<file path="config.mk">
export PLATFORM = sky130hd
export DESIGN_NAME = keypad_dev_flat
export DESIGN_NICKNAME = d
export VERILOG_FILES = /design/src/common/keypad_pkg.sv /design/src/common/keypad_link_if.sv /design/src/rtl/keypad_dev.sv /design/src/flat_wrapper.sv
export SDC_FILE = /design/constraint.sdc
export NUM_CORES = 1
export LEC_CHECK = 0
export ABC_CLOCK_PERIOD_IN_PS = 3800
export BUFFER_PORTS_ARGS = -buffer_cell sky130_fd_sc_hd__buf_4
export CELL_PAD_IN_SITES_DETAIL_PLACEMENT = 0
export CELL_PAD_IN_SITES_GLOBAL_PLACEMENT = 1
export CORE_MARGIN = 2
export CORE_UTILIZATION = 40
export DETAILED_ROUTE_END_ITERATION = 12
export GPL_ROUTABILITY_DRIVEN = 0
export PLACE_DENSITY = 0.78
export SLEW_MARGIN = 20
export SYNTH_ARGS = -nofsm -noshare
export SYNTH_HDL_FRONTEND = slang
export SYNTH_SLANG_ARGS = --single-unit
</file>
<file path="constraint.sdc">
create_clock -name core_clk_in -period 3.8 [get_ports core_clk_in]
set_input_delay 0.76 -clock core_clk_in [delete_from_list [all_inputs] [get_ports core_clk_in]]
set_output_delay 0.76 -clock core_clk_in [all_outputs]
set_load 0.02 [all_outputs]
</file>
<file path="src/common/keypad_pkg.sv">
// shared constants for the keypad gpio configuration slice and its link
// Operation
// - direction bit set drives pin, cleared is input
// - polarity picks falling/low or rising/high trigger
// - debounce-off bit bypasses input debouncing
// - debounce-off acts alike on gpi and rows
// - reset pin always debounced fifty microseconds
// - input change needs fifty microseconds stability
// - keypad debounce on columns, 25 ms scan
// - key accepted after two consecutive scans
// - pull-up-off bit cleared keeps pull-up enabled
// - salute flag bit 4, write one clears
// - overrun flag bit 3, write one clears
// - lock flag bit 2, write one clears
// - general input flag bit 1, write one clears
// - key event flag bit 0, write one clears
// - salute flag alone is not conclusive
// - enabled gpi change sets general input flag
// - debounced input state keeps default until change
// - overrun flag needs wrap mode and enable
package keypad_pkg;
  localparam int PIN_N = 18;
  localparam int COL_N = 10;
  localparam int COL_BASE = 8;
  localparam int CLK_PERIOD_NS = 8;
  localparam int CLK_MHZ = 125;
  localparam int DEBOUNCE_US = 50;
  localparam int SCAN_MS = 25;
  localparam int DEBOUNCE_CYC = DEBOUNCE_US * CLK_MHZ;
  localparam int SCAN_CYC = SCAN_MS * 1000 * CLK_MHZ;
  localparam int DB_W = 13;
  localparam int SCAN_W = 22;
  localparam int LINK_PERIOD_NS = 160;
  localparam int LINK_HALF_CYC = LINK_PERIOD_NS / (2 * CLK_PERIOD_NS);
  localparam int FRAME_BITS = 16;
  localparam int HDR_BITS = 8;
  localparam int FRAME_WRITE_BIT = 15;
  localparam int FRAME_ADDR_LSB = 8;
  localparam logic [6:0] OFS_INT_STATUS = 7'h02;
  localparam logic [6:0] OFS_DIR_ROWS = 7'h23;
  localparam logic [6:0] OFS_DIR_COLS_LO = 7'h24;
  localparam logic [6:0] OFS_DIR_COLS_HI = 7'h25;
  localparam logic [6:0] OFS_POL_ROWS = 7'h26;
  localparam logic [6:0] OFS_POL_COLS_LO = 7'h27;
  localparam logic [6:0] OFS_POL_COLS_HI = 7'h28;
  localparam logic [6:0] OFS_DBO_ROWS = 7'h29;
  localparam logic [6:0] OFS_DBO_COLS_LO = 7'h30;
  localparam logic [6:0] OFS_DBO_COLS_HI = 7'h2B;
  localparam logic [6:0] OFS_PUO_ROWS = 7'h2C;
  localparam logic [6:0] OFS_PUO_COLS_LO = 7'h3D;
  localparam logic [6:0] OFS_PUO_COLS_HI = 7'h2E;
  localparam int ST_KEY = 0;
  localparam int ST_GPI = 1;
  localparam int ST_LOCK = 2;
  localparam int ST_OVR = 3;
  localparam int ST_SALUTE = 4;
  localparam int ST_W = 5;
  localparam logic [PIN_N-1:0] RST_DIR = 18'h00000;
  localparam logic [PIN_N-1:0] RST_POL = 18'h00000;
  localparam logic [PIN_N-1:0] RST_DBO = 18'h00000;
  localparam logic [PIN_N-1:0] RST_PUO = 18'h00000;
  localparam logic [PIN_N-1:0] RST_INPUT_STATE = 18'h3FFFF;
  localparam logic [ST_W-1:0] RST_STATUS = 5'h00;
  localparam logic HOST_OFS_CMD = 1'h0;
  localparam logic HOST_OFS_STATUS = 1'h1;
  localparam int HOST_BUSY_BIT = 0;
  localparam int HOST_DATA_LSB = 8;
endpackage

</file>
<file path="src/common/keypad_link_if.sv">
// four-wire serial link between host controller and keypad device
`timescale 1ns/100ps
interface keypad_link_if;
  logic sclk;   // host-made link clock
  logic sel_n;  // frame select, low during a frame
  logic mosi;   // host to device data
  logic miso;   // device to host data
  modport dev (input sclk, input sel_n, input mosi, output miso);
  modport host (output sclk, output sel_n, output mosi, input miso);
endinterface

</file>
<file path="src/rtl/keypad_dev.sv">
// keypad device: pin configuration registers, debounce, interrupt status, link slave
//
// The Avalon-MM register port was decided locally.
`timescale 1ns/100ps
module keypad_dev
  import keypad_pkg::*;
#(
  parameter int DEBOUNCE_CYCLES = DEBOUNCE_CYC,
  parameter int SCAN_CYCLES     = SCAN_CYC
) (
  input  wire logic             core_clk_in,           // 125 MHz clock
  input  wire logic             resetn_in,             // async reset, active low
  keypad_link_if.dev            link,                  // serial link to host
  input  wire logic [PIN_N-1:0] pins_in,               // pin levels
  input  wire logic             pin_reset_n_in,        // reset pin, active low
  input  wire logic [PIN_N-1:0] kp_sel_in,             // 1 = pin in keypad array
  input  wire logic [PIN_N-1:0] irq_en_in,             // per-pin gpi interrupt enable
  input  wire logic [PIN_N-1:0] data_out_in,           // levels for output pins
  input  wire logic             key_event_in,          // scan engine queued an event
  input  wire logic             lock_start_in,         // lock sequence started
  input  wire logic             salute_in,             // three key combination seen
  input  wire logic             overrun_event_in,      // event buffer overflowed
  input  wire logic             overrun_wrap_mode_in,  // overflow wrap mode
  input  wire logic             overrun_irq_enable_in, // overflow interrupt enable
  output logic      [PIN_N-1:0] pin_drive_out,         // pin output level
  output logic      [PIN_N-1:0] pin_oe_n_out,          // low while pin driven
  output logic      [PIN_N-1:0] pullup_en_out,         // pull-up enable
  output logic      [PIN_N-1:0] input_state_out,       // debounced pin state
  output logic      [COL_N-1:0] key_accept_out,        // accepted column presses
  output logic      [ST_W-1:0]  status_out,            // interrupt status flags
  output logic                  soft_reset_out         // debounced reset pin active
);
  localparam logic [DB_W-1:0] DB_LAST = DB_W'(DEBOUNCE_CYCLES - 1);
  localparam logic [SCAN_W-1:0] SCAN_LAST = SCAN_W'(SCAN_CYCLES - 1);
  localparam int L_SCLK = 0;
  localparam int L_SEL = 1;
  localparam int L_MOSI = 2;

  typedef struct packed {
    logic [PIN_N-1:0]            dir;
    logic [PIN_N-1:0]            pol;
    logic [PIN_N-1:0]            dbo;
    logic [PIN_N-1:0]            puo;
    logic [ST_W-1:0]             sts;
    logic [PIN_N-1:0]            ps1;
    logic [PIN_N-1:0]            ps2;
    logic [PIN_N-1:0]            ps3;
    logic [PIN_N-1:0]            stab;
    logic [PIN_N-1:0][DB_W-1:0]  cnt;
    logic [2:0]                  rs;
    logic                        rstab;
    logic [DB_W-1:0]             rcnt;
    logic [SCAN_W-1:0]           scan_cnt;
    logic [COL_N-1:0]            scan_prev;
    logic [COL_N-1:0]            keys;
    logic [2:0]                  l1;
    logic [2:0]                  l2;
    logic [2:0]                  l3;
    logic [2:0]                  lf;
    logic [4:0]                  bitc;
    logic [FRAME_BITS-1:0]       sh;
    logic [7:0]                  tx;
    logic                        miso;
    logic [PIN_N-1:0]            pout;
    logic [PIN_N-1:0]            poe_n;
    logic [PIN_N-1:0]            pu_en;
  } dev_state_t;

  dev_state_t r_r;
  dev_state_t r_nxt;

  function automatic logic [PIN_N-1:0] wr3(input logic [PIN_N-1:0] v, input logic [6:0] a,
                                          input logic [7:0] d, input logic [6:0] o0,
                                          input logic [6:0] o1, input logic [6:0] o2);
    wr3 = v;
    if (a == o0) wr3[7:0] = d;
    if (a == o1) wr3[15:8] = d;
    if (a == o2) wr3[17:16] = d[1:0];
  endfunction

  function automatic logic [7:0] rd3(input logic [PIN_N-1:0] v, input logic [6:0] a,
                                     input logic [6:0] o0, input logic [6:0] o1, input logic [6:0] o2);
    rd3 = 8'h00;
    if (a == o0) rd3 = v[7:0];
    if (a == o1) rd3 = v[15:8];
    if (a == o2) rd3 = {6'h00, v[17:16]};
  endfunction

  function automatic logic [7:0] read_reg(input dev_state_t s, input logic [6:0] a);
    read_reg = rd3(s.dir, a, OFS_DIR_ROWS, OFS_DIR_COLS_LO, OFS_DIR_COLS_HI)
             | rd3(s.pol, a, OFS_POL_ROWS, OFS_POL_COLS_LO, OFS_POL_COLS_HI)
             | rd3(s.dbo, a, OFS_DBO_ROWS, OFS_DBO_COLS_LO, OFS_DBO_COLS_HI)
             | rd3(s.puo, a, OFS_PUO_ROWS, OFS_PUO_COLS_LO, OFS_PUO_COLS_HI);
    if (a == OFS_INT_STATUS) read_reg = {3'h0, s.sts};
  endfunction

  always_comb begin
    logic [PIN_N-1:0]      gpi;
    logic [PIN_N-1:0]      hit;
    logic [COL_N-1:0]      seen;
    logic [ST_W-1:0]       set;
    logic [ST_W-1:0]       clr;
    logic [2:0]            lf_n;
    logic [FRAME_BITS-1:0] sh_n;
    gpi = '0;
    hit = '0;
    seen = '0;
    set = '0;
    clr = '0;
    lf_n = '0;
    sh_n = '0;
    r_nxt = r_r;
    r_nxt.ps1 = pins_in;
    r_nxt.ps2 = r_r.ps1;
    r_nxt.ps3 = r_r.ps2;
    for (int i = 0; i < PIN_N; i++) begin
      // a change counts only once the last two sync stages agree
      if (r_r.ps2[i] != r_r.ps3[i]) begin
        r_nxt.cnt[i] = r_r.cnt[i];
      end else if (r_r.dbo[i]) begin
        r_nxt.stab[i] = r_r.ps3[i];
        r_nxt.cnt[i] = '0;
      end else if (r_r.ps3[i] == r_r.stab[i]) begin
        r_nxt.cnt[i] = '0;
      end else if (r_r.cnt[i] == DB_LAST) begin
        r_nxt.stab[i] = r_r.ps3[i];
        r_nxt.cnt[i] = '0;
      end else begin
        r_nxt.cnt[i] = r_r.cnt[i] + 1'b1;
      end
    end
    // reset pin ignores debounce-off settings
    r_nxt.rs = {r_r.rs[1:0], pin_reset_n_in};
    if (r_r.rs[1] != r_r.rs[2] || r_r.rs[2] == r_r.rstab) begin
      r_nxt.rcnt = '0;
    end else if (r_r.rcnt == DB_LAST) begin
      r_nxt.rstab = r_r.rs[2];
      r_nxt.rcnt = '0;
    end else begin
      r_nxt.rcnt = r_r.rcnt + 1'b1;
    end
    // only a real change of the debounced level can fire, so defaults stay quiet
    gpi = ~kp_sel_in & ~r_r.dir & irq_en_in;
    for (int i = 0; i < PIN_N; i++) begin
      hit[i] = r_r.pol[i] ? (r_nxt.stab[i] & ~r_r.stab[i]) : (~r_nxt.stab[i] & r_r.stab[i]);
    end
    // column keys need the same press on two scans in a row
    if (r_r.scan_cnt == SCAN_LAST) begin
      r_nxt.scan_cnt = '0;
      seen = kp_sel_in[PIN_N-1:COL_BASE] & ~r_r.ps3[PIN_N-1:COL_BASE];
      r_nxt.scan_prev = seen;
      r_nxt.keys = seen & r_r.scan_prev;
    end else begin
      r_nxt.scan_cnt = r_r.scan_cnt + 1'b1;
    end
    set[ST_KEY] = key_event_in | (|(r_nxt.keys & ~r_r.keys));
    set[ST_GPI] = |(gpi & hit);
    set[ST_LOCK] = lock_start_in;
    set[ST_OVR] = overrun_event_in & overrun_wrap_mode_in & overrun_irq_enable_in;
    set[ST_SALUTE] = salute_in;
    // link slave: three-stage sync, level taken when stages two and three agree
    r_nxt.l1 = {link.mosi, link.sel_n, link.sclk};
    r_nxt.l2 = r_r.l1;
    r_nxt.l3 = r_r.l2;
    for (int k = 0; k < 3; k++) begin
      lf_n[k] = (r_r.l2[k] == r_r.l3[k]) ? r_r.l3[k] : r_r.lf[k];
    end
    r_nxt.lf = lf_n;
    if (lf_n[L_SEL]) begin
      r_nxt.bitc = '0;
    end else if (lf_n[L_SCLK] && !r_r.lf[L_SCLK]) begin
      sh_n = {r_r.sh[FRAME_BITS-2:0], lf_n[L_MOSI]};
      r_nxt.sh = sh_n;
      r_nxt.bitc = r_r.bitc + 1'b1;
      if (r_r.bitc == 5'(HDR_BITS - 1)) begin
        r_nxt.tx = read_reg(r_r, sh_n[6:0]);
      end
      if (r_r.bitc == 5'(FRAME_BITS - 1) && sh_n[FRAME_WRITE_BIT]) begin
        r_nxt.dir = wr3(r_r.dir, sh_n[14:8], sh_n[7:0], OFS_DIR_ROWS, OFS_DIR_COLS_LO, OFS_DIR_COLS_HI);
        r_nxt.pol = wr3(r_r.pol, sh_n[14:8], sh_n[7:0], OFS_POL_ROWS, OFS_POL_COLS_LO, OFS_POL_COLS_HI);
        r_nxt.dbo = wr3(r_r.dbo, sh_n[14:8], sh_n[7:0], OFS_DBO_ROWS, OFS_DBO_COLS_LO, OFS_DBO_COLS_HI);
        r_nxt.puo = wr3(r_r.puo, sh_n[14:8], sh_n[7:0], OFS_PUO_ROWS, OFS_PUO_COLS_LO, OFS_PUO_COLS_HI);
        if (sh_n[14:8] == OFS_INT_STATUS) clr = sh_n[ST_W-1:0];
      end
    end else if (!lf_n[L_SCLK] && r_r.lf[L_SCLK]) begin
      r_nxt.miso = r_r.tx[7];
      r_nxt.tx = {r_r.tx[6:0], 1'b0};
    end
    // a flag raised in the clearing cycle survives
    r_nxt.sts = (r_r.sts & ~clr) | set;
    if (!r_r.rstab) begin
      r_nxt.dir = RST_DIR;
      r_nxt.pol = RST_POL;
      r_nxt.dbo = RST_DBO;
      r_nxt.puo = RST_PUO;
      r_nxt.sts = RST_STATUS;
    end
    r_nxt.pout = data_out_in;
    r_nxt.poe_n = ~r_nxt.dir;
    r_nxt.pu_en = ~r_nxt.puo;
  end

  always_ff @(posedge core_clk_in or negedge resetn_in) begin
    if (!resetn_in) begin
      r_r <= '0;
      r_r.stab <= RST_INPUT_STATE;
      r_r.ps1 <= RST_INPUT_STATE;
      r_r.ps2 <= RST_INPUT_STATE;
      r_r.ps3 <= RST_INPUT_STATE;
      r_r.rs <= 3'h7;
      r_r.rstab <= 1'b1;
      r_r.l1 <= 3'h2;
      r_r.l2 <= 3'h2;
      r_r.l3 <= 3'h2;
      r_r.lf <= 3'h2;
      r_r.poe_n <= '1;
      r_r.pu_en <= '1;
    end else begin
      r_r <= r_nxt;
    end
  end

  assign link.miso = r_r.miso;
  assign pin_drive_out = r_r.pout;
  assign pin_oe_n_out = r_r.poe_n;
  assign pullup_en_out = r_r.pu_en;
  assign input_state_out = r_r.stab;
  assign key_accept_out = r_r.keys;
  assign status_out = r_r.sts;
  assign soft_reset_out = ~r_r.rstab;
endmodule // keypad_dev

</file>
<file path="src/flat_wrapper.sv">
// flat-port wrapper written by rule: the top's interface ports become plain ports
module keypad_dev_flat import keypad_pkg::*;
#(
  parameter int DEBOUNCE_CYCLES = DEBOUNCE_CYC,
  parameter int SCAN_CYCLES     = SCAN_CYC
)
  (core_clk_in, resetn_in, pins_in, pin_reset_n_in, kp_sel_in, irq_en_in, data_out_in, key_event_in, lock_start_in, salute_in, overrun_event_in, overrun_wrap_mode_in, overrun_irq_enable_in, pin_drive_out, pin_oe_n_out, pullup_en_out, input_state_out, key_accept_out, status_out, soft_reset_out, link_sclk, link_sel_n, link_mosi, link_miso);
  keypad_link_if link_i ();
  input  wire logic core_clk_in;
  input  wire logic resetn_in;
  input  wire logic [PIN_N-1:0] pins_in;
  input  wire logic pin_reset_n_in;
  input  wire logic [PIN_N-1:0] kp_sel_in;
  input  wire logic [PIN_N-1:0] irq_en_in;
  input  wire logic [PIN_N-1:0] data_out_in;
  input  wire logic key_event_in;
  input  wire logic lock_start_in;
  input  wire logic salute_in;
  input  wire logic overrun_event_in;
  input  wire logic overrun_wrap_mode_in;
  input  wire logic overrun_irq_enable_in;
  output logic      [PIN_N-1:0] pin_drive_out;
  output logic      [PIN_N-1:0] pin_oe_n_out;
  output logic      [PIN_N-1:0] pullup_en_out;
  output logic      [PIN_N-1:0] input_state_out;
  output logic      [COL_N-1:0] key_accept_out;
  output logic      [ST_W-1:0] status_out;
  output logic soft_reset_out;
  input wire logic [$bits(link_i.sclk)-1:0] link_sclk;
  input wire logic [$bits(link_i.sel_n)-1:0] link_sel_n;
  input wire logic [$bits(link_i.mosi)-1:0] link_mosi;
  output wire logic [$bits(link_i.miso)-1:0] link_miso;
  assign link_i.sclk = link_sclk;
  assign link_i.sel_n = link_sel_n;
  assign link_i.mosi = link_mosi;
  assign link_miso = link_i.miso;
  keypad_dev #(.DEBOUNCE_CYCLES(DEBOUNCE_CYCLES), .SCAN_CYCLES(SCAN_CYCLES)) u_core (.core_clk_in(core_clk_in), .resetn_in(resetn_in), .link(link_i), .pins_in(pins_in), .pin_reset_n_in(pin_reset_n_in), .kp_sel_in(kp_sel_in), .irq_en_in(irq_en_in), .data_out_in(data_out_in), .key_event_in(key_event_in), .lock_start_in(lock_start_in), .salute_in(salute_in), .overrun_event_in(overrun_event_in), .overrun_wrap_mode_in(overrun_wrap_mode_in), .overrun_irq_enable_in(overrun_irq_enable_in), .pin_drive_out(pin_drive_out), .pin_oe_n_out(pin_oe_n_out), .pullup_en_out(pullup_en_out), .input_state_out(input_state_out), .key_accept_out(key_accept_out), .status_out(status_out), .soft_reset_out(soft_reset_out));
endmodule
</file>
==> impl_metrics.csv <==
group,metric,value,unit
layout,final_nets,2784,
setup_path,cp-end-kind,"flop",
logic_synthesis,synth.distinct_cells,72,
logic_synthesis,netlist_area,26000,um2
routing,ant_nets,0,
routing,route.detailed.drc,0,
routing,viasPerCell,5.35,
global_route,first_global_vias,18800,
floorplan,dieArea,66900,um2
timing,final_hold_viol_count,0,
setup_path,crit_path_max_fanout,8,
global_route,antenna_found_initial,0,
routing,routedWlPerCell,18.4,um
pwr,p_total,13.2,mW
floorplan,start_util,40.3,%
logic_synthesis,ys_seq_area_share,52.3,%
timing,setup_viol,0,
floorplan,row_count,93,
timing,fin_skew,0.0161,ns
clock_tree,path_clk_slew,0.06,ns
setup_path,r2r_end,"u_core.r_r[531]$_DFF_PN0_",
floorplan,die_height,259,um
global_route,grt.overflow.total,0,
setup_path,timing.critical_path.mode_cell,"ha_1",
timing,fin_ws,0.671,ns
worst_hold_path,hold_start,"data_out_in[8]",
routing,wl_met2,29400,um
placement,placed_area,27600,um2
logic_synthesis,synth_most_common_cell,"dfrtp_1",
pwr,powerDensity,448,nW/um2
pwr,ir_drop,0.000298,V
clock_tree,htreeDepth,2,
setup_path,path_cells,"ha_1, and3_1, ha_1, nand2_1, or3_1, or4_1, nor3_4, mux2i_1, nor2_1",
timing,fin_crit,3.13,ns
routing,drtIter0Drc,1548,
setup_path,crit_required,4.27,ns
layout,layout-drive-gt1-share,17.1,%
setup_path,cp_slowest_stage_delay,0.67,ns
setup_path,cpMaxStageDelayCell,"or4_1",
worst_hold_path,holdCritPathClass,"in -> reg",
timing,worstMarginPinSlew,1.02,ns
logic_synthesis,synth_xor_area_share,8.00,%
placement,dp_hpwl,46800,um
routing,vias,19100,
setup_path,worst-setup-path-type,"reg -> reg",
routing,wl_met1,30000,um
logic_synthesis,synth_fa_ha_area_share,2.06,%
floorplan,pin_count,173,
clock_tree,cts_resized,0,
logic_synthesis,yosys_warnings,0,
clock_tree,numCtsBuffers,59,
worst_hold_path,hold_path_depth,1,
timing,finalCritPeriodShare,82.3,%
logic_synthesis,synth-compound-area-share,8.54,%
logic_synthesis,async_flop_share,100,%
timing,slew_violations,0,
logic_synthesis,syn-mean-instance-area,10.1,um2
clock_tree,cts_buffer_depth,3,
layout,fillCellCount,5911,
layout,diodes,0,
logic_synthesis,synth_top_family_by_area,"simple AND/OR/NAND/NOR gates",
logic_synthesis,synth-simple-area-share,20.8,%
logic_synthesis,synth_mux_area_share,3.51,%
logic_synthesis,synth_seq_cells,537,
global_route,grt_max_degree,188,
layout,final_area,29500,um2
layout,syn2layout_area_growth,13.6,%
routing,top_layer_used,"met4",
clock_tree,cts_num_sinks,537,
floorplan,die_w,259,um
logic_synthesis,synthTopCellsByCount,"dfrtp_1 (421), nor2_1 (334), nand2_1 (178)",
timing,fmax,320,MHz
routing,wl,65400,um
outcome,outcome,"complete, no violations",
routing,wl_met3,4060,um
placement,port_buffers,172,
global_route,track_usage,19.5,%
logic_synthesis,synth_top_cell_by_area,"dfrtp_1",
setup_path,reg2regPathDepth,9,
logic_synthesis,ys_top_cells_by_area,"dfrtp_1 (41%), dfstp_2 (12%), nor2_1 (4.8%)",
flow_run,drv_cap,0,
global_route,grt_pass1_wl,105000,um
clock_tree,clock_latency,0.63,ns
timing,rsz0062_at_grt,"false",
timing,slew_headroom,31.9,%
logic_synthesis,netlist_instances,2570,
floorplan,core,64300,um2
routing,firstDrtPassIters,8,
setup_path,reg2reg_slack,0.67,ns
logic_synthesis,synthFlopType,"dfrtp_1",
logic_synthesis,yosys.area.top_type_share,40.6,%
worst_hold_path,holdPathEnd,"u_core.pin_drive_out[8]$_DFF_PN0_",
placement,dp_worst_setup_slack,0.703,ns
setup_path,path_buf_inv,0,
clock_tree,clockRootBuffer,"clkbuf_16",
logic_synthesis,syn_nets,2695,
clock_tree,tritoncts,"built",
setup_path,r2r_start,"u_core.r_r[79]$_DFFE_PN0P_",
setup_path,cp_top_family,"simple AND/OR/NAND/NOR gates",
setup_path,cp_data_arrival_time,3.59,ns
pwr,leakagePower,12.6,nW
logic_synthesis,synth_edf_count,0,
setup_path,cp-start-kind,"flop",
timing,fin_setup_tns,0,ns
==> what timing repair did <==
item | 4_1_cts | 5_1_grt
hold buffers | 1 | 0
endpoints found under the hold margin | 2 | 0
setup buffers | 0 | 0
==> per-stage QoR <==
stage / utilization [%] / cells / hold slack (ns)
after floorplan: - / 2570 / 0.331
after global placement: 42.8 / 3451 / 0.346
after detailed placement: 42.8 / 3451 / 0.347
after CTS: 45.8 / 3562 / 0.202
after global routing: 45.8 / 3563 / 0.202
final: 45.8 / 3563 / 0.241
==> metal layers <==
metal | track usage [%] | vias up
met5 | 0 | -
met4 | 6.74 | 0
met3 | 3.21 | 111
met2 | 30.4 | 524
met1 | 27.6 | 9451
li1 | - | 8985
==> layout by cell type (no fill, tap or decap), types with 17 or more instances in the layout <==
cell type	instances
clkbuf_16	59
clkbuf_1	25
and3_1	56
ha_1	41
a31oi_1	20
nor3_1	25
xnor2_1	98
nand2b_1	60
buf_4	189
or3_1	36
nand3_1	172
nand2_1	178
nor4b_1	24
o22ai_1	18
o21ai_0	123
nor2_1	333
mux2_2	47
mux2i_1	36
nor3b_1	18
dfstp_2	116
nor2b_1	35
xor2_1	139
a21oi_1	94
nand4_1	37
inv_1	72
nor4_1	20
a221oi_1	17
dfrtp_1	421
==> final cells by class <==
class | count | area, um2 | share of cell area (%)
inverter | 73 | 274 | 0.929
clock buffer | 97 | 1750 | 5.93
tap | 855 | 1070 | 3.63
sequential | 537 | 13600 | 46.1
clock inverter | 13 | 136 | 0.462
timing repair buffer | 195 | 1530 | 5.19
multi-input combinational | 1793 | 11200 | 37.8
==> state kept, by name (all words and copies together), names as in the netlist <==
register and flops:
u_core.link.miso 1, u_core.input_state_out 18, u_core.key_accept_out 10, u_core.status_out 5, u_core.r_r 405, u_core.pin_drive_out 18
u_core.r_nxt 44, u_core.pin_oe_n_out 18, u_core.pullup_en_out 18
==> cell families (layout without fill, tap and decap cells) <==
logic type / Yosys count / after routing
compound gates: 363 / 363
mux: 84 / 84
simple gates: 1066 / 1066
flops: 537 / 537
buf+inv: 240 / 378
fa+ha+maj: 43 / 43
xor+xnor: 237 / 237
==> worst max-delay path by stage <==
stage,startpoint,depth (start not counted),to
5_1_grt,u_core.r_r[79]$_DFFE_PN0P_,9,u_core.r_r[532]$_DFF_PN0_
3_3_place_gp,u_core.r_r[79]$_DFFE_PN0P_,9,u_core.r_r[531]$_DFF_PN0_
6_report,u_core.r_r[79]$_DFFE_PN0P_,9,u_core.r_r[531]$_DFF_PN0_
4_1_cts,u_core.r_r[79]$_DFFE_PN0P_,9,u_core.r_r[528]$_DFF_PN0_
2_1_floorplan,u_core.r_r[79]$_DFFE_PN0P_,11,u_core.r_r[529]$_DFF_PN0_
3_5_place_dp,u_core.r_r[79]$_DFFE_PN0P_,9,u_core.r_r[532]$_DFF_PN0_
==> power by group <==
part           leakage [nW]  switching [mW]  total, mW  internal (mW)
registers              6.89           0.392       6.41           6.02
logic                  4.83           0.714       1.19          0.474
clock network         0.924            2.34       5.61           3.26
total                  12.6            3.45       13.2           9.76
Power figures use the tool's default switching activity.
